==> src/verilog/sdram_fv_pkg.sv <==
package sdram_fv_pkg;
    // =========================================
    // memory clock rates and minimum times
    // =========================================
    localparam int MEM16_MHZ     = 60;
    localparam int MEM32_MHZ     = 80;
    localparam int TRFC_NS       = 60;
    localparam int TRFC_ALT_NS   = 63;
    localparam int TRP_NS        = 18;
    localparam int TRAS_NS       = 42;
    localparam int TRCD_NS       = 18;
    localparam int TWR16_NS      = 6;
    localparam int TWR32_NS      = 7;
    localparam int REF_PERIOD_MS = 64;
    localparam int REF_ROWS      = 4096;
    localparam int REF_INT_NS    = REF_PERIOD_MS * 1000000 / REF_ROWS;
    localparam int POWERUP_US    = 100;
    localparam int TMRD_CYC      = 2;
    localparam int INIT_REFS     = 2;
    localparam int CAS_LAT       = 2;

    // RULE13: round up to clocks
    function automatic int ceil_cyc(input int ns, input int mhz);
        return (ns * mhz + 999) / 1000;
    endfunction

    localparam int TRFC16_CYC = ceil_cyc(TRFC_NS, MEM16_MHZ);
    localparam int TRFC32_CYC = ceil_cyc(TRFC_NS, MEM32_MHZ);
    localparam int TRFCA_CYC  = ceil_cyc(TRFC_ALT_NS, MEM16_MHZ);
    localparam int TRP16_CYC  = ceil_cyc(TRP_NS, MEM16_MHZ);
    localparam int TRP32_CYC  = ceil_cyc(TRP_NS, MEM32_MHZ);
    localparam int TRAS16_CYC = ceil_cyc(TRAS_NS, MEM16_MHZ);
    localparam int TRAS32_CYC = ceil_cyc(TRAS_NS, MEM32_MHZ);
    localparam int TRCD16_CYC = ceil_cyc(TRCD_NS, MEM16_MHZ);
    localparam int TRCD32_CYC = ceil_cyc(TRCD_NS, MEM32_MHZ);
    localparam int TWR16_CYC  = 1 + ceil_cyc(TWR16_NS, MEM16_MHZ);
    localparam int TWR32_CYC  = 1 + ceil_cyc(TWR32_NS, MEM32_MHZ);
    localparam int TREF16_CYC = REF_INT_NS * MEM16_MHZ / 1000;
    localparam int TREF32_CYC = REF_INT_NS * MEM32_MHZ / 1000;
    localparam int POWERUP_CYC = POWERUP_US * MEM16_MHZ;

    // =========================================
    // geometry and data path
    // =========================================
    localparam int ROWS        = 4096;
    localparam int COLS16      = 512;
    localparam int COLS32      = 256;
    localparam int DATA_W      = 32;
    localparam int FIFO_DEPTH  = 16;
    localparam int ADDR_PRE_ALL = 10;

    // =========================================
    // commands {cs_n, ras_n, cas_n, we_n}
    // =========================================
    localparam logic [3:0] CMD_NOP   = 4'h7;
    localparam logic [3:0] CMD_ACT   = 4'h3;
    localparam logic [3:0] CMD_READ  = 4'h5;
    localparam logic [3:0] CMD_WRITE = 4'h4;
    localparam logic [3:0] CMD_PRE   = 4'h2;
    localparam logic [3:0] CMD_REF   = 4'h1;
    localparam logic [3:0] CMD_MRS   = 4'h0;

    // burst length 1, sequential, single write
    localparam logic [11:0] MODE_WORD = 12'(CAS_LAT << 4);
endpackage
==> src/verilog/sdram_fill_verify_controller.sv <==
//
// Operation
// RULE1: after reset, initialise the memory then fill it with a count.
// RULE2: read the area back word by word only after the fill is done.
// RULE3: compare each word with the count, flag pass or fail.
// RULE4: four banks, 12-bit rows, 16-bit/9-bit or 32-bit/8-bit cols.
// RULE5: 4096 auto-refreshes within each 64 ms. No refresh is issued once ST_DONE is reached.
// RULE6: no command within 60 ns after an auto-refresh.
// RULE7: the alternative 16-bit type waits 63 ns after auto-refresh.
// RULE8: 18 ns from precharge to activate in that bank.
// RULE9: a row stays open 42 ns before its precharge.
// RULE10: 18 ns from activate to read or write.
// RULE11: one memory clock plus 6 ns (7 ns wide) after write data.
// RULE12: counts derive from a 60 MHz or 80 MHz memory clock.
// RULE13: every minimum time rounds up to whole memory clocks.
// RULE14: two auto-refreshes before the mode write, CAS latency 2.
//
`timescale 1ns/1ps

module sdram_fv_fifo #(
    parameter int WIDTH = 32,
    parameter int DEPTH = 16
) (
    input  wire logic             clk_i,
    input  wire logic             arst_n_i,
    // filling side
    input  wire logic             in_valid_i,
    output logic                  in_ready_o,
    input  wire logic [WIDTH-1:0] in_data_i,
    // draining side
    output logic                  out_valid_o,
    input  wire logic             out_ready_i,
    output logic      [WIDTH-1:0] out_data_o
);
    localparam int AW = $clog2(DEPTH);

    logic [WIDTH-1:0] mem_r [DEPTH];
    logic [AW:0]      wr_ptr_r;
    logic [AW:0]      rd_ptr_r;

    assign in_ready_o  = (wr_ptr_r ^ rd_ptr_r) != {1'b1, {AW{1'b0}}};
    assign out_valid_o = wr_ptr_r != rd_ptr_r;
    assign out_data_o  = mem_r[rd_ptr_r[AW-1:0]];

    always_ff @(posedge clk_i) begin
        if (in_valid_i && in_ready_o) begin
            mem_r[wr_ptr_r[AW-1:0]] <= in_data_i;
        end
    end

    always_ff @(posedge clk_i or negedge arst_n_i) begin
        if (!arst_n_i) begin
            wr_ptr_r <= '0;
            rd_ptr_r <= '0;
        end else begin
            if (in_valid_i && in_ready_o) begin
                wr_ptr_r <= wr_ptr_r + 1'b1;
            end
            if (out_valid_o && out_ready_i) begin
                rd_ptr_r <= rd_ptr_r + 1'b1;
            end
        end
    end
endmodule

module sdram_fill_verify_controller
    import sdram_fv_pkg::*;
#(
    parameter int POWERUP_SLOTS = sdram_fv_pkg::POWERUP_CYC,
    parameter int ROW_COUNT     = sdram_fv_pkg::ROWS
) (
    // clock and reset
    input  wire logic        clk_i,
    input  wire logic        arst_n_i,
    // memory type straps
    input  wire logic        wide_bus_i,
    input  wire logic        alt_type_i,
    // status
    output logic             busy_o,
    output logic             pass_o,
    output logic             fail_o,
    // memory pins
    output logic             memory_side_clock_o,
    output logic             cke_o,
    output logic             cs_n_o,
    output logic             ras_n_o,
    output logic             cas_n_o,
    output logic             we_n_o,
    output logic [1:0]       ba_o,
    output logic [11:0]      addr_o,
    output logic [3:0]       dqm_o,
    output logic [31:0]      dq_o,
    output logic             dq_oe_o,
    input  wire logic [31:0] dq_i
);
    import sdram_fv_pkg::*;

    typedef enum logic [8:0] {
        ST_POWERUP  = 9'h001,
        ST_PRE_ALL  = 9'h002,
        ST_INIT_REF = 9'h004,
        ST_MRS      = 9'h008,
        ST_IDLE     = 9'h010,
        ST_RW       = 9'h020,
        ST_CAP      = 9'h040,
        ST_PRE      = 9'h080,
        ST_DONE     = 9'h100
    } state_type;

    function automatic logic [11:0] pick(input logic w, input int a,
                                         input int b);
        return w ? 12'(b - 1) : 12'(a - 1);
    endfunction

    state_type    state_r;
    logic         div_r;
    logic         wide_r;
    logic         alt_r;
    logic [15:0]  pwr_r;
    logic [11:0]  wait_r;
    logic [11:0]  ras_r;
    logic [11:0]  ref_cnt_r;
    logic         ref_pend_r;
    logic         init_ref_r;
    logic         reading_r;
    logic [8:0]   col_r;
    logic [11:0]  row_r;
    logic [1:0]   bank_r;
    logic [31:0]  gen_r;
    logic [31:0]  exp_r;
    logic         fail_r;
    logic [3:0]   cmd_r;
    logic         slot;
    logic         go;
    logic         last_col;
    logic         last;
    logic         ref_set;
    logic         ref_clr;
    logic         fifo_valid;
    logic         fifo_ready;
    logic         gen_ready;
    logic [31:0]  fifo_data;
    logic [31:0]  mask;
    logic [11:0]  trfc;
    logic [11:0]  trp;

    // =========================================
    // memory clock and timing selection
    // =========================================
    // RULE12: one slot per memory clock
    assign slot = div_r;
    assign go   = slot && (wait_r == 12'h000);
    assign memory_side_clock_o = div_r;
    // RULE7: alternative type
    assign trfc = alt_r ? pick(1'b0, TRFCA_CYC, TRFCA_CYC)
                        : pick(wide_r, TRFC16_CYC, TRFC32_CYC);
    assign trp  = pick(wide_r, TRP16_CYC, TRP32_CYC);
    assign mask = wide_r ? 32'hffffffff : 32'h0000ffff;
    // RULE4: column width by type
    assign last_col = wide_r ? (col_r == 9'(COLS32 - 1))
                             : (col_r == 9'(COLS16 - 1));
    assign last = last_col && (bank_r == 2'h3)
               && (row_r == 12'(ROW_COUNT - 1));

    always_ff @(posedge clk_i or negedge arst_n_i) begin
        if (!arst_n_i) begin
            div_r <= 1'b0;
        end else begin
            div_r <= !div_r;
        end
    end

    // straps caught while the power-up wait runs
    always_ff @(posedge clk_i or negedge arst_n_i) begin
        if (!arst_n_i) begin
            wide_r <= 1'b0;
            alt_r  <= 1'b0;
        end else if (state_r == ST_POWERUP) begin
            wide_r <= wide_bus_i;
            alt_r  <= alt_type_i && !wide_bus_i;
        end
    end

    // =========================================
    // refresh interval
    // =========================================
    assign ref_set = slot && (ref_cnt_r == 12'h000);
    assign ref_clr = go && (state_r == ST_IDLE) && ref_pend_r;

    // RULE5: refresh scheduling
    always_ff @(posedge clk_i or negedge arst_n_i) begin
        if (!arst_n_i) begin
            ref_cnt_r  <= 12'h000;
            ref_pend_r <= 1'b0;
        end else if (state_r != ST_POWERUP) begin
            if (slot) begin
                ref_cnt_r <= (ref_cnt_r == 12'h000)
                    ? pick(wide_r, TREF16_CYC, TREF32_CYC)
                    : ref_cnt_r - 12'h001;
            end
            // a new request wins over the clear
            ref_pend_r <= ref_set || (ref_pend_r && !ref_clr);
        end
    end

    // =========================================
    // pattern source through the fifo
    // =========================================
    assign gen_ready = fifo_ready;

    always_ff @(posedge clk_i or negedge arst_n_i) begin
        if (!arst_n_i) begin
            gen_r <= 32'h00000000;
        end else if (!reading_r && gen_ready) begin
            gen_r <= gen_r + 32'h00000001;
        end
    end

    sdram_fv_fifo #(
        .WIDTH (DATA_W),
        .DEPTH (FIFO_DEPTH)
    ) u_fifo (
        .clk_i       (clk_i),
        .arst_n_i    (arst_n_i),
        .in_valid_i  (!reading_r),
        .in_ready_o  (fifo_ready),
        .in_data_i   (gen_r),
        .out_valid_o (fifo_valid),
        .out_ready_i (go && (state_r == ST_RW) && !reading_r),
        .out_data_o  (fifo_data)
    );

    // =========================================
    // command sequencer
    // =========================================
    always_ff @(posedge clk_i or negedge arst_n_i) begin
        if (!arst_n_i) begin
            state_r    <= ST_POWERUP;
            cmd_r      <= CMD_NOP;
            ba_o       <= 2'h0;
            addr_o     <= 12'h000;
            dq_o       <= 32'h00000000;
            dq_oe_o    <= 1'b0;
            wait_r     <= 12'h000;
            ras_r      <= 12'h000;
            pwr_r      <= 16'(POWERUP_SLOTS);
            init_ref_r <= 1'b0;
        end else if (slot) begin
            cmd_r   <= CMD_NOP;
            dq_oe_o <= 1'b0;
            if (wait_r != 12'h000) begin
                wait_r <= wait_r - 12'h001;
            end
            if (ras_r != 12'h000) begin
                ras_r <= ras_r - 12'h001;
            end
            if (wait_r == 12'h000) begin
                unique case (state_r)
                    ST_POWERUP: begin
                        if (pwr_r == 16'h0000) begin
                            state_r <= ST_PRE_ALL;
                        end else begin
                            pwr_r <= pwr_r - 16'h0001;
                        end
                    end
                    ST_PRE_ALL: begin
                        cmd_r  <= CMD_PRE;
                        addr_o <= 12'(1 << ADDR_PRE_ALL);
                        wait_r <= trp;
                        state_r <= ST_INIT_REF;
                    end
                    // RULE14: two refreshes then mode
                    ST_INIT_REF: begin
                        cmd_r      <= CMD_REF;
                        wait_r     <= trfc;
                        init_ref_r <= 1'b1;
                        if (init_ref_r) begin
                            state_r <= ST_MRS;
                        end
                    end
                    ST_MRS: begin
                        cmd_r   <= CMD_MRS;
                        ba_o    <= 2'h0;
                        addr_o  <= MODE_WORD;
                        wait_r  <= 12'(TMRD_CYC - 1);
                        state_r <= ST_IDLE;
                    end
                    ST_IDLE: begin
                        // RULE6: refresh period
                        if (ref_pend_r) begin
                            cmd_r  <= CMD_REF;
                            wait_r <= trfc;
                        end else if (reading_r || fifo_valid) begin
                            // RULE10: activate to access
                            cmd_r   <= CMD_ACT;
                            ba_o    <= bank_r;
                            addr_o  <= row_r;
                            wait_r  <= pick(wide_r, TRCD16_CYC,
                                            TRCD32_CYC);
                            ras_r   <= pick(wide_r, TRAS16_CYC,
                                            TRAS32_CYC);
                            state_r <= ST_RW;
                        end
                    end
                    ST_RW: begin
                        addr_o <= {3'h0, col_r};
                        if (reading_r) begin
                            cmd_r   <= CMD_READ;
                            wait_r  <= 12'(CAS_LAT - 1);
                            state_r <= ST_CAP;
                        end else begin
                            // RULE11: write recovery
                            cmd_r   <= CMD_WRITE;
                            dq_o    <= fifo_data;
                            dq_oe_o <= 1'b1;
                            wait_r  <= pick(wide_r, TWR16_CYC,
                                            TWR32_CYC);
                            state_r <= ST_PRE;
                        end
                    end
                    ST_CAP: begin
                        state_r <= ST_PRE;
                    end
                    // RULE9: row open time
                    ST_PRE: begin
                        if (ras_r == 12'h000) begin
                            cmd_r   <= CMD_PRE;
                            addr_o  <= 12'h000;
                            // RULE8: precharge period
                            wait_r  <= trp;
                            state_r <= (last && reading_r) ? ST_DONE
                                                           : ST_IDLE;
                        end
                    end
                    ST_DONE: begin
                        cmd_r <= CMD_NOP;
                    end
                endcase
            end
        end
    end

    assign {cs_n_o, ras_n_o, cas_n_o, we_n_o} = cmd_r;
    assign cke_o = 1'b1;
    assign dqm_o = wide_r ? 4'h0 : 4'hc;

    // =========================================
    // address walk and phase
    // =========================================
    // RULE2: read only after full fill
    always_ff @(posedge clk_i or negedge arst_n_i) begin
        if (!arst_n_i) begin
            col_r     <= 9'h000;
            row_r     <= 12'h000;
            bank_r    <= 2'h0;
            reading_r <= 1'b0;
        end else if (go && (state_r == ST_PRE) && (ras_r == 12'h000)) begin
            if (last) begin
                col_r     <= 9'h000;
                row_r     <= 12'h000;
                bank_r    <= 2'h0;
                reading_r <= 1'b1;
            end else if (last_col) begin
                col_r <= 9'h000;
                if (row_r == 12'(ROW_COUNT - 1)) begin
                    row_r  <= 12'h000;
                    bank_r <= bank_r + 2'h1;
                end else begin
                    row_r <= row_r + 12'h001;
                end
            end else begin
                col_r <= col_r + 9'h001;
            end
        end
    end

    // =========================================
    // verify
    // =========================================
    // RULE3: compare with expected count
    always_ff @(posedge clk_i or negedge arst_n_i) begin
        if (!arst_n_i) begin
            exp_r  <= 32'h00000000;
            fail_r <= 1'b0;
        end else if (go && (state_r == ST_CAP)) begin
            exp_r <= exp_r + 32'h00000001;
            if (((dq_i ^ exp_r) & mask) != 32'h00000000) begin
                fail_r <= 1'b1;
            end
        end
    end

    // RULE1: busy until fill and verify end
    assign busy_o = state_r != ST_DONE;
    assign pass_o = (state_r == ST_DONE) && !fail_r;
    assign fail_o = fail_r;
endmodule

==> config.mk <==
export PLATFORM = sky130hd
export DESIGN_NAME = sdram_fill_verify_controller
export DESIGN_NICKNAME = d
export VERILOG_FILES = /design/src/verilog/sdram_fv_pkg.sv /design/src/verilog/sdram_fill_verify_controller.sv
export SDC_FILE = /design/constraint.sdc
export NUM_CORES = 1
export LEC_CHECK = 0
export BUFFER_PORTS_ARGS = -buffer_cell sky130_fd_sc_hd__buf_2
export CORE_MARGIN = 8
export CORE_UTILIZATION = 50
export DETAILED_ROUTE_END_ITERATION = 7
export PLACE_DENSITY_LB_ADDON = 0.05
export SLEW_MARGIN = 20
export SYNTH_ARGS = -nofsm -noshare
export SYNTH_HDL_FRONTEND = slang
export SYNTH_SLANG_ARGS = --single-unit
export TNS_END_PERCENT = 10
==> constraint.sdc <==
create_clock -name clk_i -period 5.4 [get_ports clk_i]
set_clock_uncertainty 0.05 [all_clocks]
set_input_delay 0.81 -clock clk_i [delete_from_list [all_inputs] [get_ports clk_i]]
set_output_delay 0.81 -clock clk_i [all_outputs]
set_load 0.05 [all_outputs]
==> load_flow_metrics.sql, run 1 <==
INSERT INTO impl_metrics (metric_group, metric, value, unit) VALUES
('timing', 'finalSetupTns', '0', 'ps'),
('power', 'swShare', '19.44', '%'),
('logic_synthesis', 'post_synth_and_or_nand_nor_area_fraction', '7.160', '%'),
('critical_path', 'crit_type', 'flip-flop to flip-flop', ''),
('die', 'floorplan.initialDensity', '50.69', '%'),
('placement', 'port_buffers', '91', ''),
('critical_path', 'rrSetupSlack', '1860', 'ps'),
('critical_path', 'worst_r2r_endpoint', 'dq_o[13]', ''),
('logic_synthesis', 'synth_compound_area_share', '3.285', '%'),
('critical_path', 'end_kind', 'flip-flop', ''),
('logic_synthesis', 'ys_top_cells_by_count', 'sky130_fd_sc_hd__edfxtp_1 (512), sky130_fd_sc_hd__dfrtp_1 (204), sky130_fd_sc_hd__mux4_2 (160), sky130_fd_sc_hd__nand2_1 (86)', ''),
('logic_synthesis', 'syn_area', '0.02997', 'mm2'),
('power', 'power.ir.vdd_worst', '254.6', 'uV'),
('placement', 'final_hpwl_dp', '39.98', 'mm'),
('clock_network', 'skew_pair_late_insertion_delay', '610', 'ps'),
('clock_network', 'clock_tree.buffer_depth', '3', ''),
('logic_synthesis', 'synth.yosys.seq_area_share', '69.30', '%'),
('critical_path', 'worstPathRequired', '5830', 'ps'),
('logic_synthesis', 'synthesis.yosys.warnings', '0', ''),
('clock_network', 'cts_tree', 'yes', ''),
('layout', 'area_delta_synth_final', '13.54', '%'),
('critical_path', 'timing.rr.start', 'u_fifo.rd_ptr_r[1]', ''),
('hold_path', 'hold_removal_path_class', 'input pin to asynchronous set/reset pin', ''),
('detailed_routing', 'route.detailed.drc', '0', ''),
('logic_synthesis', 'synth_cells', '1747', ''),
('critical_path', 'cp-endpoint', 'dq_o[13]', ''),
('clock_network', 'clkSinkCount', '727', ''),
('global_route', 'grt_first_pass_wirelength', '104.0', 'mm'),
('logic_synthesis', 'synth_largest_area_cell', 'sky130_fd_sc_hd__edfxtp_1', ''),
('global_route', 'grt_start_max_net_pins', '106', ''),
('logic_synthesis', 'synthMostInstantiatedCell', 'sky130_fd_sc_hd__edfxtp_1', ''),
('critical_path', 'critical_path.max_fanout', '66', ''),
('flow_run', 'cap_violations', '0', ''),
('timing', 'unrepaired_setup_endpoints_after_global_routing', 'false', ''),
('clock_network', 'cts_made_buffers', '77', ''),
('power', 'p_int', '8916', 'uW'),
('detailed_routing', 'route.detailed.wl_per_inst', '24.92', 'um'),
('critical_path', 'critical_path.startpoint', 'u_fifo.rd_ptr_r[1]', ''),
('timing', 'final_period_minus_worst_setup_slack', '3537', 'ps'),
('die', 'chip_height', '260.8', 'um'),
('critical_path', 'worstPathArrival', '3970', 'ps'),
('power', 'power_frac_seq', '53.5', '%'),
('power', 'netSwitchingPower', '2152', 'uW'),
('global_route', 'number_of_global_route_vias_before_repair', '16790', ''),
('run_status', 'outcome', 'finished clean', ''),
('clock_network', 'post-cts-setup-buffer-count', '0', ''),
('detailed_routing', 'post_drt_via_cell_ratio', '5.853', ''),
('detailed_routing', 'route.vias.total', '15920', ''),
('detailed_routing', 'drtAntennaViolNets', '0', ''),
('die', 'die_ar', '0.06803', 'mm2'),
('layout', 'num_antenna_cells', '0', ''),
('logic_synthesis', 'synth.distinct_cells', '76', ''),
('global_route', 'grt_antenna_before_repair', '0', ''),
('die', 'fp.dieW', '260.8', 'um'),
('power', 'power.density', '325.2', 'mW/mm2'),
('layout', 'finish.net_count', '1939', ''),
('detailed_routing', 'iteration_0_drc_markers', '1034', ''),
('timing', 'post-route-period-util', '65.51', '%'),
('detailed_routing', 'drt-pass1-iter-count', '5', ''),
('clock_network', 'root_buffer', 'sky130_fd_sc_hd__clkbuf_16', ''),
('logic_synthesis', 'yosysTopAreaCellShare', '51.30', '%'),
('die', 'core_region_area', '0.05913', 'mm2'),
('detailed_routing', 'wl', '67.78', 'mm'),
('layout', 'drive_gt1_share', '25.58', '%'),
('clock_network', 'cts.clk_slew.worst_paths', '60', 'ps'),
('timing', 'fmax', '0.2827', 'GHz'),
('timing', 'slew_viol_final', '0', ''),
('clock_network', 'cts.hold.buffers_added', '0', ''),
('logic_synthesis', 'async_reset_ff_share', '29.57', '%'),
('logic_synthesis', 'cells_taking_the_most_area_after_synthesis', 'sky130_fd_sc_hd__edfxtp_1 (51%), sky130_fd_sc_hd__dfrtp_1 (17%), sky130_fd_sc_hd__mux4_2 (12%)', ''),
('power', 'combinationalPowerShare', '0.6', '%');
per-stage QoR:
step | instances | cell area (um2) | hold WS (ps) | worst slack [ps] | util [%]
finish | 2720 | 34030 | 227.3 | 1863 | 57.55
global route | 2720 | 34030 | 313.6 | 1734 | 57.55
CTS | 2720 | 34030 | 260.8 | 1824 | 57.55
detailed placement | 2580 | 31600 | 406.9 | 1851 | 53.45
global placement | 2580 | 31600 | 394.3 | 1765 | 53.44
floorplan | 1749 | 29980 | 378.4 | 1051 | -
cell families after synthesis:
family                     after synthesis
muxes                                  204
buffers and inverters                  106
DFF                                    727
other                                    2
AOI/OAI and AO/OA                      144
and+or+nand+nor                        398
adders and majority gates               17
xor gates and xnor gates               149
registers in the layout, summed over array words and instances (netlist names), 2 cells and up:
name / cells
addr_o: 12
ba_o: 2
bank_r: 2
cmd_r: 3
col_r: 9
dq_o: 32
exp_r: 32
gen_r: 32
pwr_r: 16
ras_r: 12
ref_cnt_r: 12
row_r: 12
state_r: 9
u_fifo.mem_r: 512
u_fifo.rd_ptr_r: 5
u_fifo.wr_ptr_r: 5
wait_r: 12
layout make-up:
| class | count | area [um2] |
|---|---|---|
| well taps | 773 | 967.2 |
| clock inverters | 22 | 161.4 |
| inverters | 28 | 105.1 |
| flip-flops and latches | 727 | 20780 |
| clock buffers | 118 | 2266 |
| fillers | 4502 | 25100 |
| multi-input cells | 916 | 8899 |
| repair buffers | 136 | 853.3 |
metal layers:
metal  share of wire, %  vias to the layer above  wire length, um  global-route usage (%)
li1                   -                     7089                -                       -
met2                 50                      349            33950                   34.28
met4                1.9                        0             1300                   5.279
met1                 44                     8385            29690                   27.37
met3                4.2                       97             2839                   3.274
met5                  0                        -                0                       0
power by group through the flow:
stage / registers, uW / logic (uW) / clock network (uW)
final: 5920 / 67.7 / 5080
after global routing: 5910 / 78.1 / 5400
after CTS: 5920 / 71.3 / 5200
after detailed placement: 6030 / 70.9 / 0
after global placement: 6030 / 70.2 / 0
after floorplan: 6030 / 16.5 / 0
worst max-delay path, cell delays in order (launching register included):
cell,delay [ps]
sky130_fd_sc_hd__dfrtp_4,400
sky130_fd_sc_hd__buf_4,760
sky130_fd_sc_hd__buf_4,920
sky130_fd_sc_hd__mux4_2,440
sky130_fd_sc_hd__mux4_2,470
sky130_fd_sc_hd__mux2_2,270
placed cells by master, fill, tap and decap left out, drive strengths merged, types with 11 or more instances in the layout:
cell,netlist,final
nor3,38,38
o21ai,41,41
dfstp,11,11
clkinv,0,18
dfrtp,204,204
mux4,160,160
inv,28,28
a21oi,30,30
mux2,43,43
buf,30,136
xnor2,68,68
nand2,86,86
nand4,29,29
and3,27,27
xor2,81,81
nor4,23,23
clkbuf,48,118
or3,12,12
nand3,45,45
nor2,82,82
edfxtp,512,512
nor2b,11,11
ha,17,17
o31ai,11,11
how the worst min path moves through the flow:
stage | endpoint | from | slack [ps]
2_1_floorplan | init_ref_r | init_ref_r | 380
3_3_place_gp | init_ref_r | init_ref_r | 390
3_5_place_dp | init_ref_r | init_ref_r | 410
4_1_cts | exp_r[3] | arst_n_i | 260
5_1_grt | exp_r[3] | arst_n_i | 310
6_report | exp_r[3] | arst_n_i | 230
No activity file was read; power rests on OpenSTA's default activity.
==> run 2: changes to the inputs <==
Clock period 5.4 ns to 3.6 ns, I/O delays scaled along.
==> run 2 against run 1 <==
Wire length is 2.1% lower. Via count hardly changed. Sequential power is 50% higher. Clock power is 61% higher. Flip-flop and latch count stayed put. Sequential share of layout area is 0.57 points lower. Worst setup slack worse by 1200 ps. First-iteration DRC count is 3.5% higher. Largest cell class unchanged.
==> load_flow_metrics.sql, run 2 (same netlist as run 1, synthesis figures left out) <==
INSERT INTO impl_metrics (metric_group, metric, value, unit) VALUES
('clock_network', 'clock_tree.buffer_depth', '3', ''),
('detailed_routing', 'route.detailed.drc', '0', ''),
('power', 'pwr-share-clk', '47.7', '%'),
('global_route', 'globalRouteTotalUtil', '19.93', '%'),
('timing', 'unrepaired_setup_endpoints_after_global_routing', 'false', ''),
('layout', 'finish.net_count', '1948', ''),
('global_route', 'gr-usage-met1', '27.26', '%'),
('hold_path', 'holdPathStages', '3', ''),
('timing', 'finalSetupViolations', '0', ''),
('critical_path', 'cp-start-kind', 'flip-flop', ''),
('clock_network', 'cts_tree', 'yes', ''),
('clock_network', 'post-cts-setup-buffer-count', '0', ''),
('timing', 'slew_viol_final', '0', ''),
('detailed_routing', 'drt-pass1-iter-count', '5', ''),
('placement', 'place.gp.congestion', '0.8012', ''),
('hold_path', 'min-delay-start', 'wide_bus_i', ''),
('timing', 'hold_ws', '123.0', 'ps'),
('clock_network', 'post_cts.resized_instances', '0', ''),
('detailed_routing', 'post_drt_via_cell_ratio', '5.821', ''),
('clock_network', 'clkSinkCount', '727', ''),
('power', 'combinationalPowerShare', '0.6', '%'),
('timing', 'post-route-period-util', '82.35', '%'),
('critical_path', 'timing.rr.start', 'state_r[3]', ''),
('global_route', 'grt_remaining_overflow', '0', ''),
('timing', 'final_period_minus_worst_setup_slack', '2964', 'ps'),
('power', 'swShare', '19.40', '%'),
('power', 'power.density', '499.4', 'mW/mm2'),
('run_status', 'outcome', 'finished clean', ''),
('hold_path', 'hold_removal_path_class', 'input pin to flip-flop', ''),
('global_route', 'grt_start_max_net_pins', '132', ''),
('timing', 'fmax', '0.3373', 'GHz'),
('clock_network', 'root_buffer', 'sky130_fd_sc_hd__clkbuf_16', ''),
('die', 'chip_height', '260.8', 'um'),
('detailed_routing', 'iteration_0_drc_markers', '1070', ''),
('detailed_routing', 'drtAntennaViolNets', '0', ''),
('hold_path', 'holdPathEnd', 'wide_r', ''),
('critical_path', 'critical_path.max_fanout', '12', ''),
('layout', 'filler_cell_count', '4527', ''),
('global_route', 'grt_antenna_before_repair', '1', ''),
('timing', 'maxSlewHeadroom', '31.04', '%'),
('power', 'netSwitchingPower', '3328', 'uW'),
('layout', 'largest_register_ffs', '512', ''),
('global_route', 'globalRouteMet2Util', '33.08', '%'),
('global_route', 'top_usage_layer', 'met2', ''),
('die', 'die_ar', '0.06803', 'mm2'),
('detailed_routing', 'route.detailed.wl_per_inst', '24.26', 'um'),
('clock_network', 'cts_made_buffers', '78', ''),
('detailed_routing', 'wl', '66.33', 'mm'),
('critical_path', 'worstPathRequired', '4080', 'ps'),
('power', 'power_frac_seq', '51.7', '%'),
('die', 'core_region_area', '0.05913', 'mm2'),
('timing', 'tightestPinTransition', '1030', 'ps'),
('layout', 'most_frequent_standard_cell_in_the_layout_excluding_fill_and_tap_cells', 'sky130_fd_sc_hd__edfxtp_1', ''),
('placement', 'port_buffers', '91', ''),
('detailed_routing', 'route.vias.total', '15910', ''),
('placement', 'dp_slack', '674.0', 'ps'),
('layout', 'drive_gt1_share', '26.17', '%'),
('placement', 'final_hpwl_dp', '38.33', 'mm'),
('die', 'rows', '89', ''),
('clock_network', 'cts.clk_slew.worst_paths', '60', 'ps'),
('die', 'floorplan.initialDensity', '50.69', '%'),
('power', 'power.ir.vdd_worst', '402.4', 'uV'),
('global_route', 'number_of_global_route_vias_before_repair', '16610', ''),
('die', 'fp.dieW', '260.8', 'um'),
('clock_network', 'htreeDepth', '3', ''),
('die', 'ios', '96', ''),
('timing', 'setup_ws', '635.5', 'ps'),
('flow_run', 'cap_violations', '0', ''),
('critical_path', 'rrSetupSlack', '640', 'ps'),
('global_route', 'grt_first_pass_wirelength', '102.1', 'mm'),
('critical_path', 'crit_type', 'flip-flop to flip-flop', ''),
('global_route', 'met3_usage', '3.390', '%'),
('power', 'totalPowerFinal', '17150', 'uW'),
('layout', 'area_delta_synth_final', '14.61', '%'),
('layout', 'layout.cells.most_common_list', 'sky130_fd_sc_hd__edfxtp_1 (512), sky130_fd_sc_hd__dfrtp_1 (200), sky130_fd_sc_hd__mux4_2 (160), sky130_fd_sc_hd__buf_2 (90), sky130_fd_sc_hd__nand2_1 (86)', ''),
('layout', 'finalNonFillerCells', '2734', ''),
('critical_path', 'worst_r2r_endpoint', 'pwr_r[8]', ''),
('critical_path', 'end_kind', 'flip-flop', ''),
('power', 'p_leak', '0.01138', 'uW'),
('critical_path', 'worstPathArrival', '3450', 'ps'),
('placement', 'dp.cells', '2587', ''),
('clock_network', 'skew_pair_late_insertion_delay', '610', 'ps'),
('critical_path', 'ff2ff_path_depth', '6', ''),
('power', 'p_int', '13830', 'uW'),
('timing', 'hold_viol', '0', '');
[run 2: changes by cell type in the layout (fill, tap and decap cells not counted), moves of 3 or more]
cell                        change
sky130_fd_sc_hd__clkbuf_1       -3
sky130_fd_sc_hd__buf_4          +5
sky130_fd_sc_hd__bufinv_16      +7
sky130_fd_sc_hd__inv_6          +3
sky130_fd_sc_hd__clkbuf_8       -3
[run 2: final cells by class]
class                   instances  area [um2]  share of cell area [%]
flip-flops and latches        727       20780                   60.49
well taps                     773       967.2                   2.816
clock buffers                 111        2188                   6.371
repair buffers                144       940.9                   2.739
clock inverters                34       469.2                   1.366
diodes                          1       2.502                0.007285
multi-input cells             916        8899                   25.91
inverters                      28       105.1                  0.3060
[run 2: power by group through the flow]
stage | sequential [uW] | clock (uW) | combinational [uW]
after global placement | 9040 | 0 | 109
after CTS | 8870 | 8380 | 112
after global routing | 8870 | 8680 | 122
after detailed placement | 9040 | 0 | 111
after floorplan | 9040 | 0 | 24.7
final | 8870 | 8170 | 106
[run 2: worst max path at each step]
| stage | cells after the start | slack (ps) | start | endpoint |
|---|---|---|---|---|
| 6_report | 6 | 640 | state_r[3] | pwr_r[8] |
| 5_1_grt | 6 | 410 | state_r[3] | pwr_r[9] |
| 4_1_cts | 7 | 650 | u_fifo.wr_ptr_r[3] | u_fifo.mem_r[11][13] |
| 3_5_place_dp | 7 | 670 | u_fifo.wr_ptr_r[3] | u_fifo.mem_r[11][15] |
| 3_3_place_gp | 7 | 680 | u_fifo.wr_ptr_r[3] | u_fifo.mem_r[11][15] |
| 2_1_floorplan | 7 | -750 | u_fifo.rd_ptr_r[1] | u_fifo.mem_r[0][0] |
[run 2: what timing repair did]
action / in CTS / in global routing
hold endpoints to repair: 70 / 0
setup endpoints to repair: 0 / 0
hold buffers: 1 / 0
[run 2: stage by stage]
stage	area [um2]	TNS [ps]	utilization [%]
2_1_floorplan	29980	-62970	-
3_3_place_gp	31680	0	53.58
3_5_place_dp	31680	0	53.58
4_1_cts	34350	0	58.09
5_1_grt	34350	0	58.09
6_report	34350	0	58.09
[run 2: worst max-delay path, cell delays in order, from the launching register on]
cell and delay (ps):
sky130_fd_sc_hd__dfrtp_1 530, sky130_fd_sc_hd__nor4_4 500, sky130_fd_sc_hd__nand4_1 500, sky130_fd_sc_hd__a2111oi_4 620, sky130_fd_sc_hd__and3_1 340, sky130_fd_sc_hd__nor2b_1 190
sky130_fd_sc_hd__xor2_1 170
[run 2: metal layers]
layer  vias up  share of wire, %
met5         -                 0
met2       338                49
li1       7117                 -
met1      8352                44
met4         0               2.3
met3       107               4.1
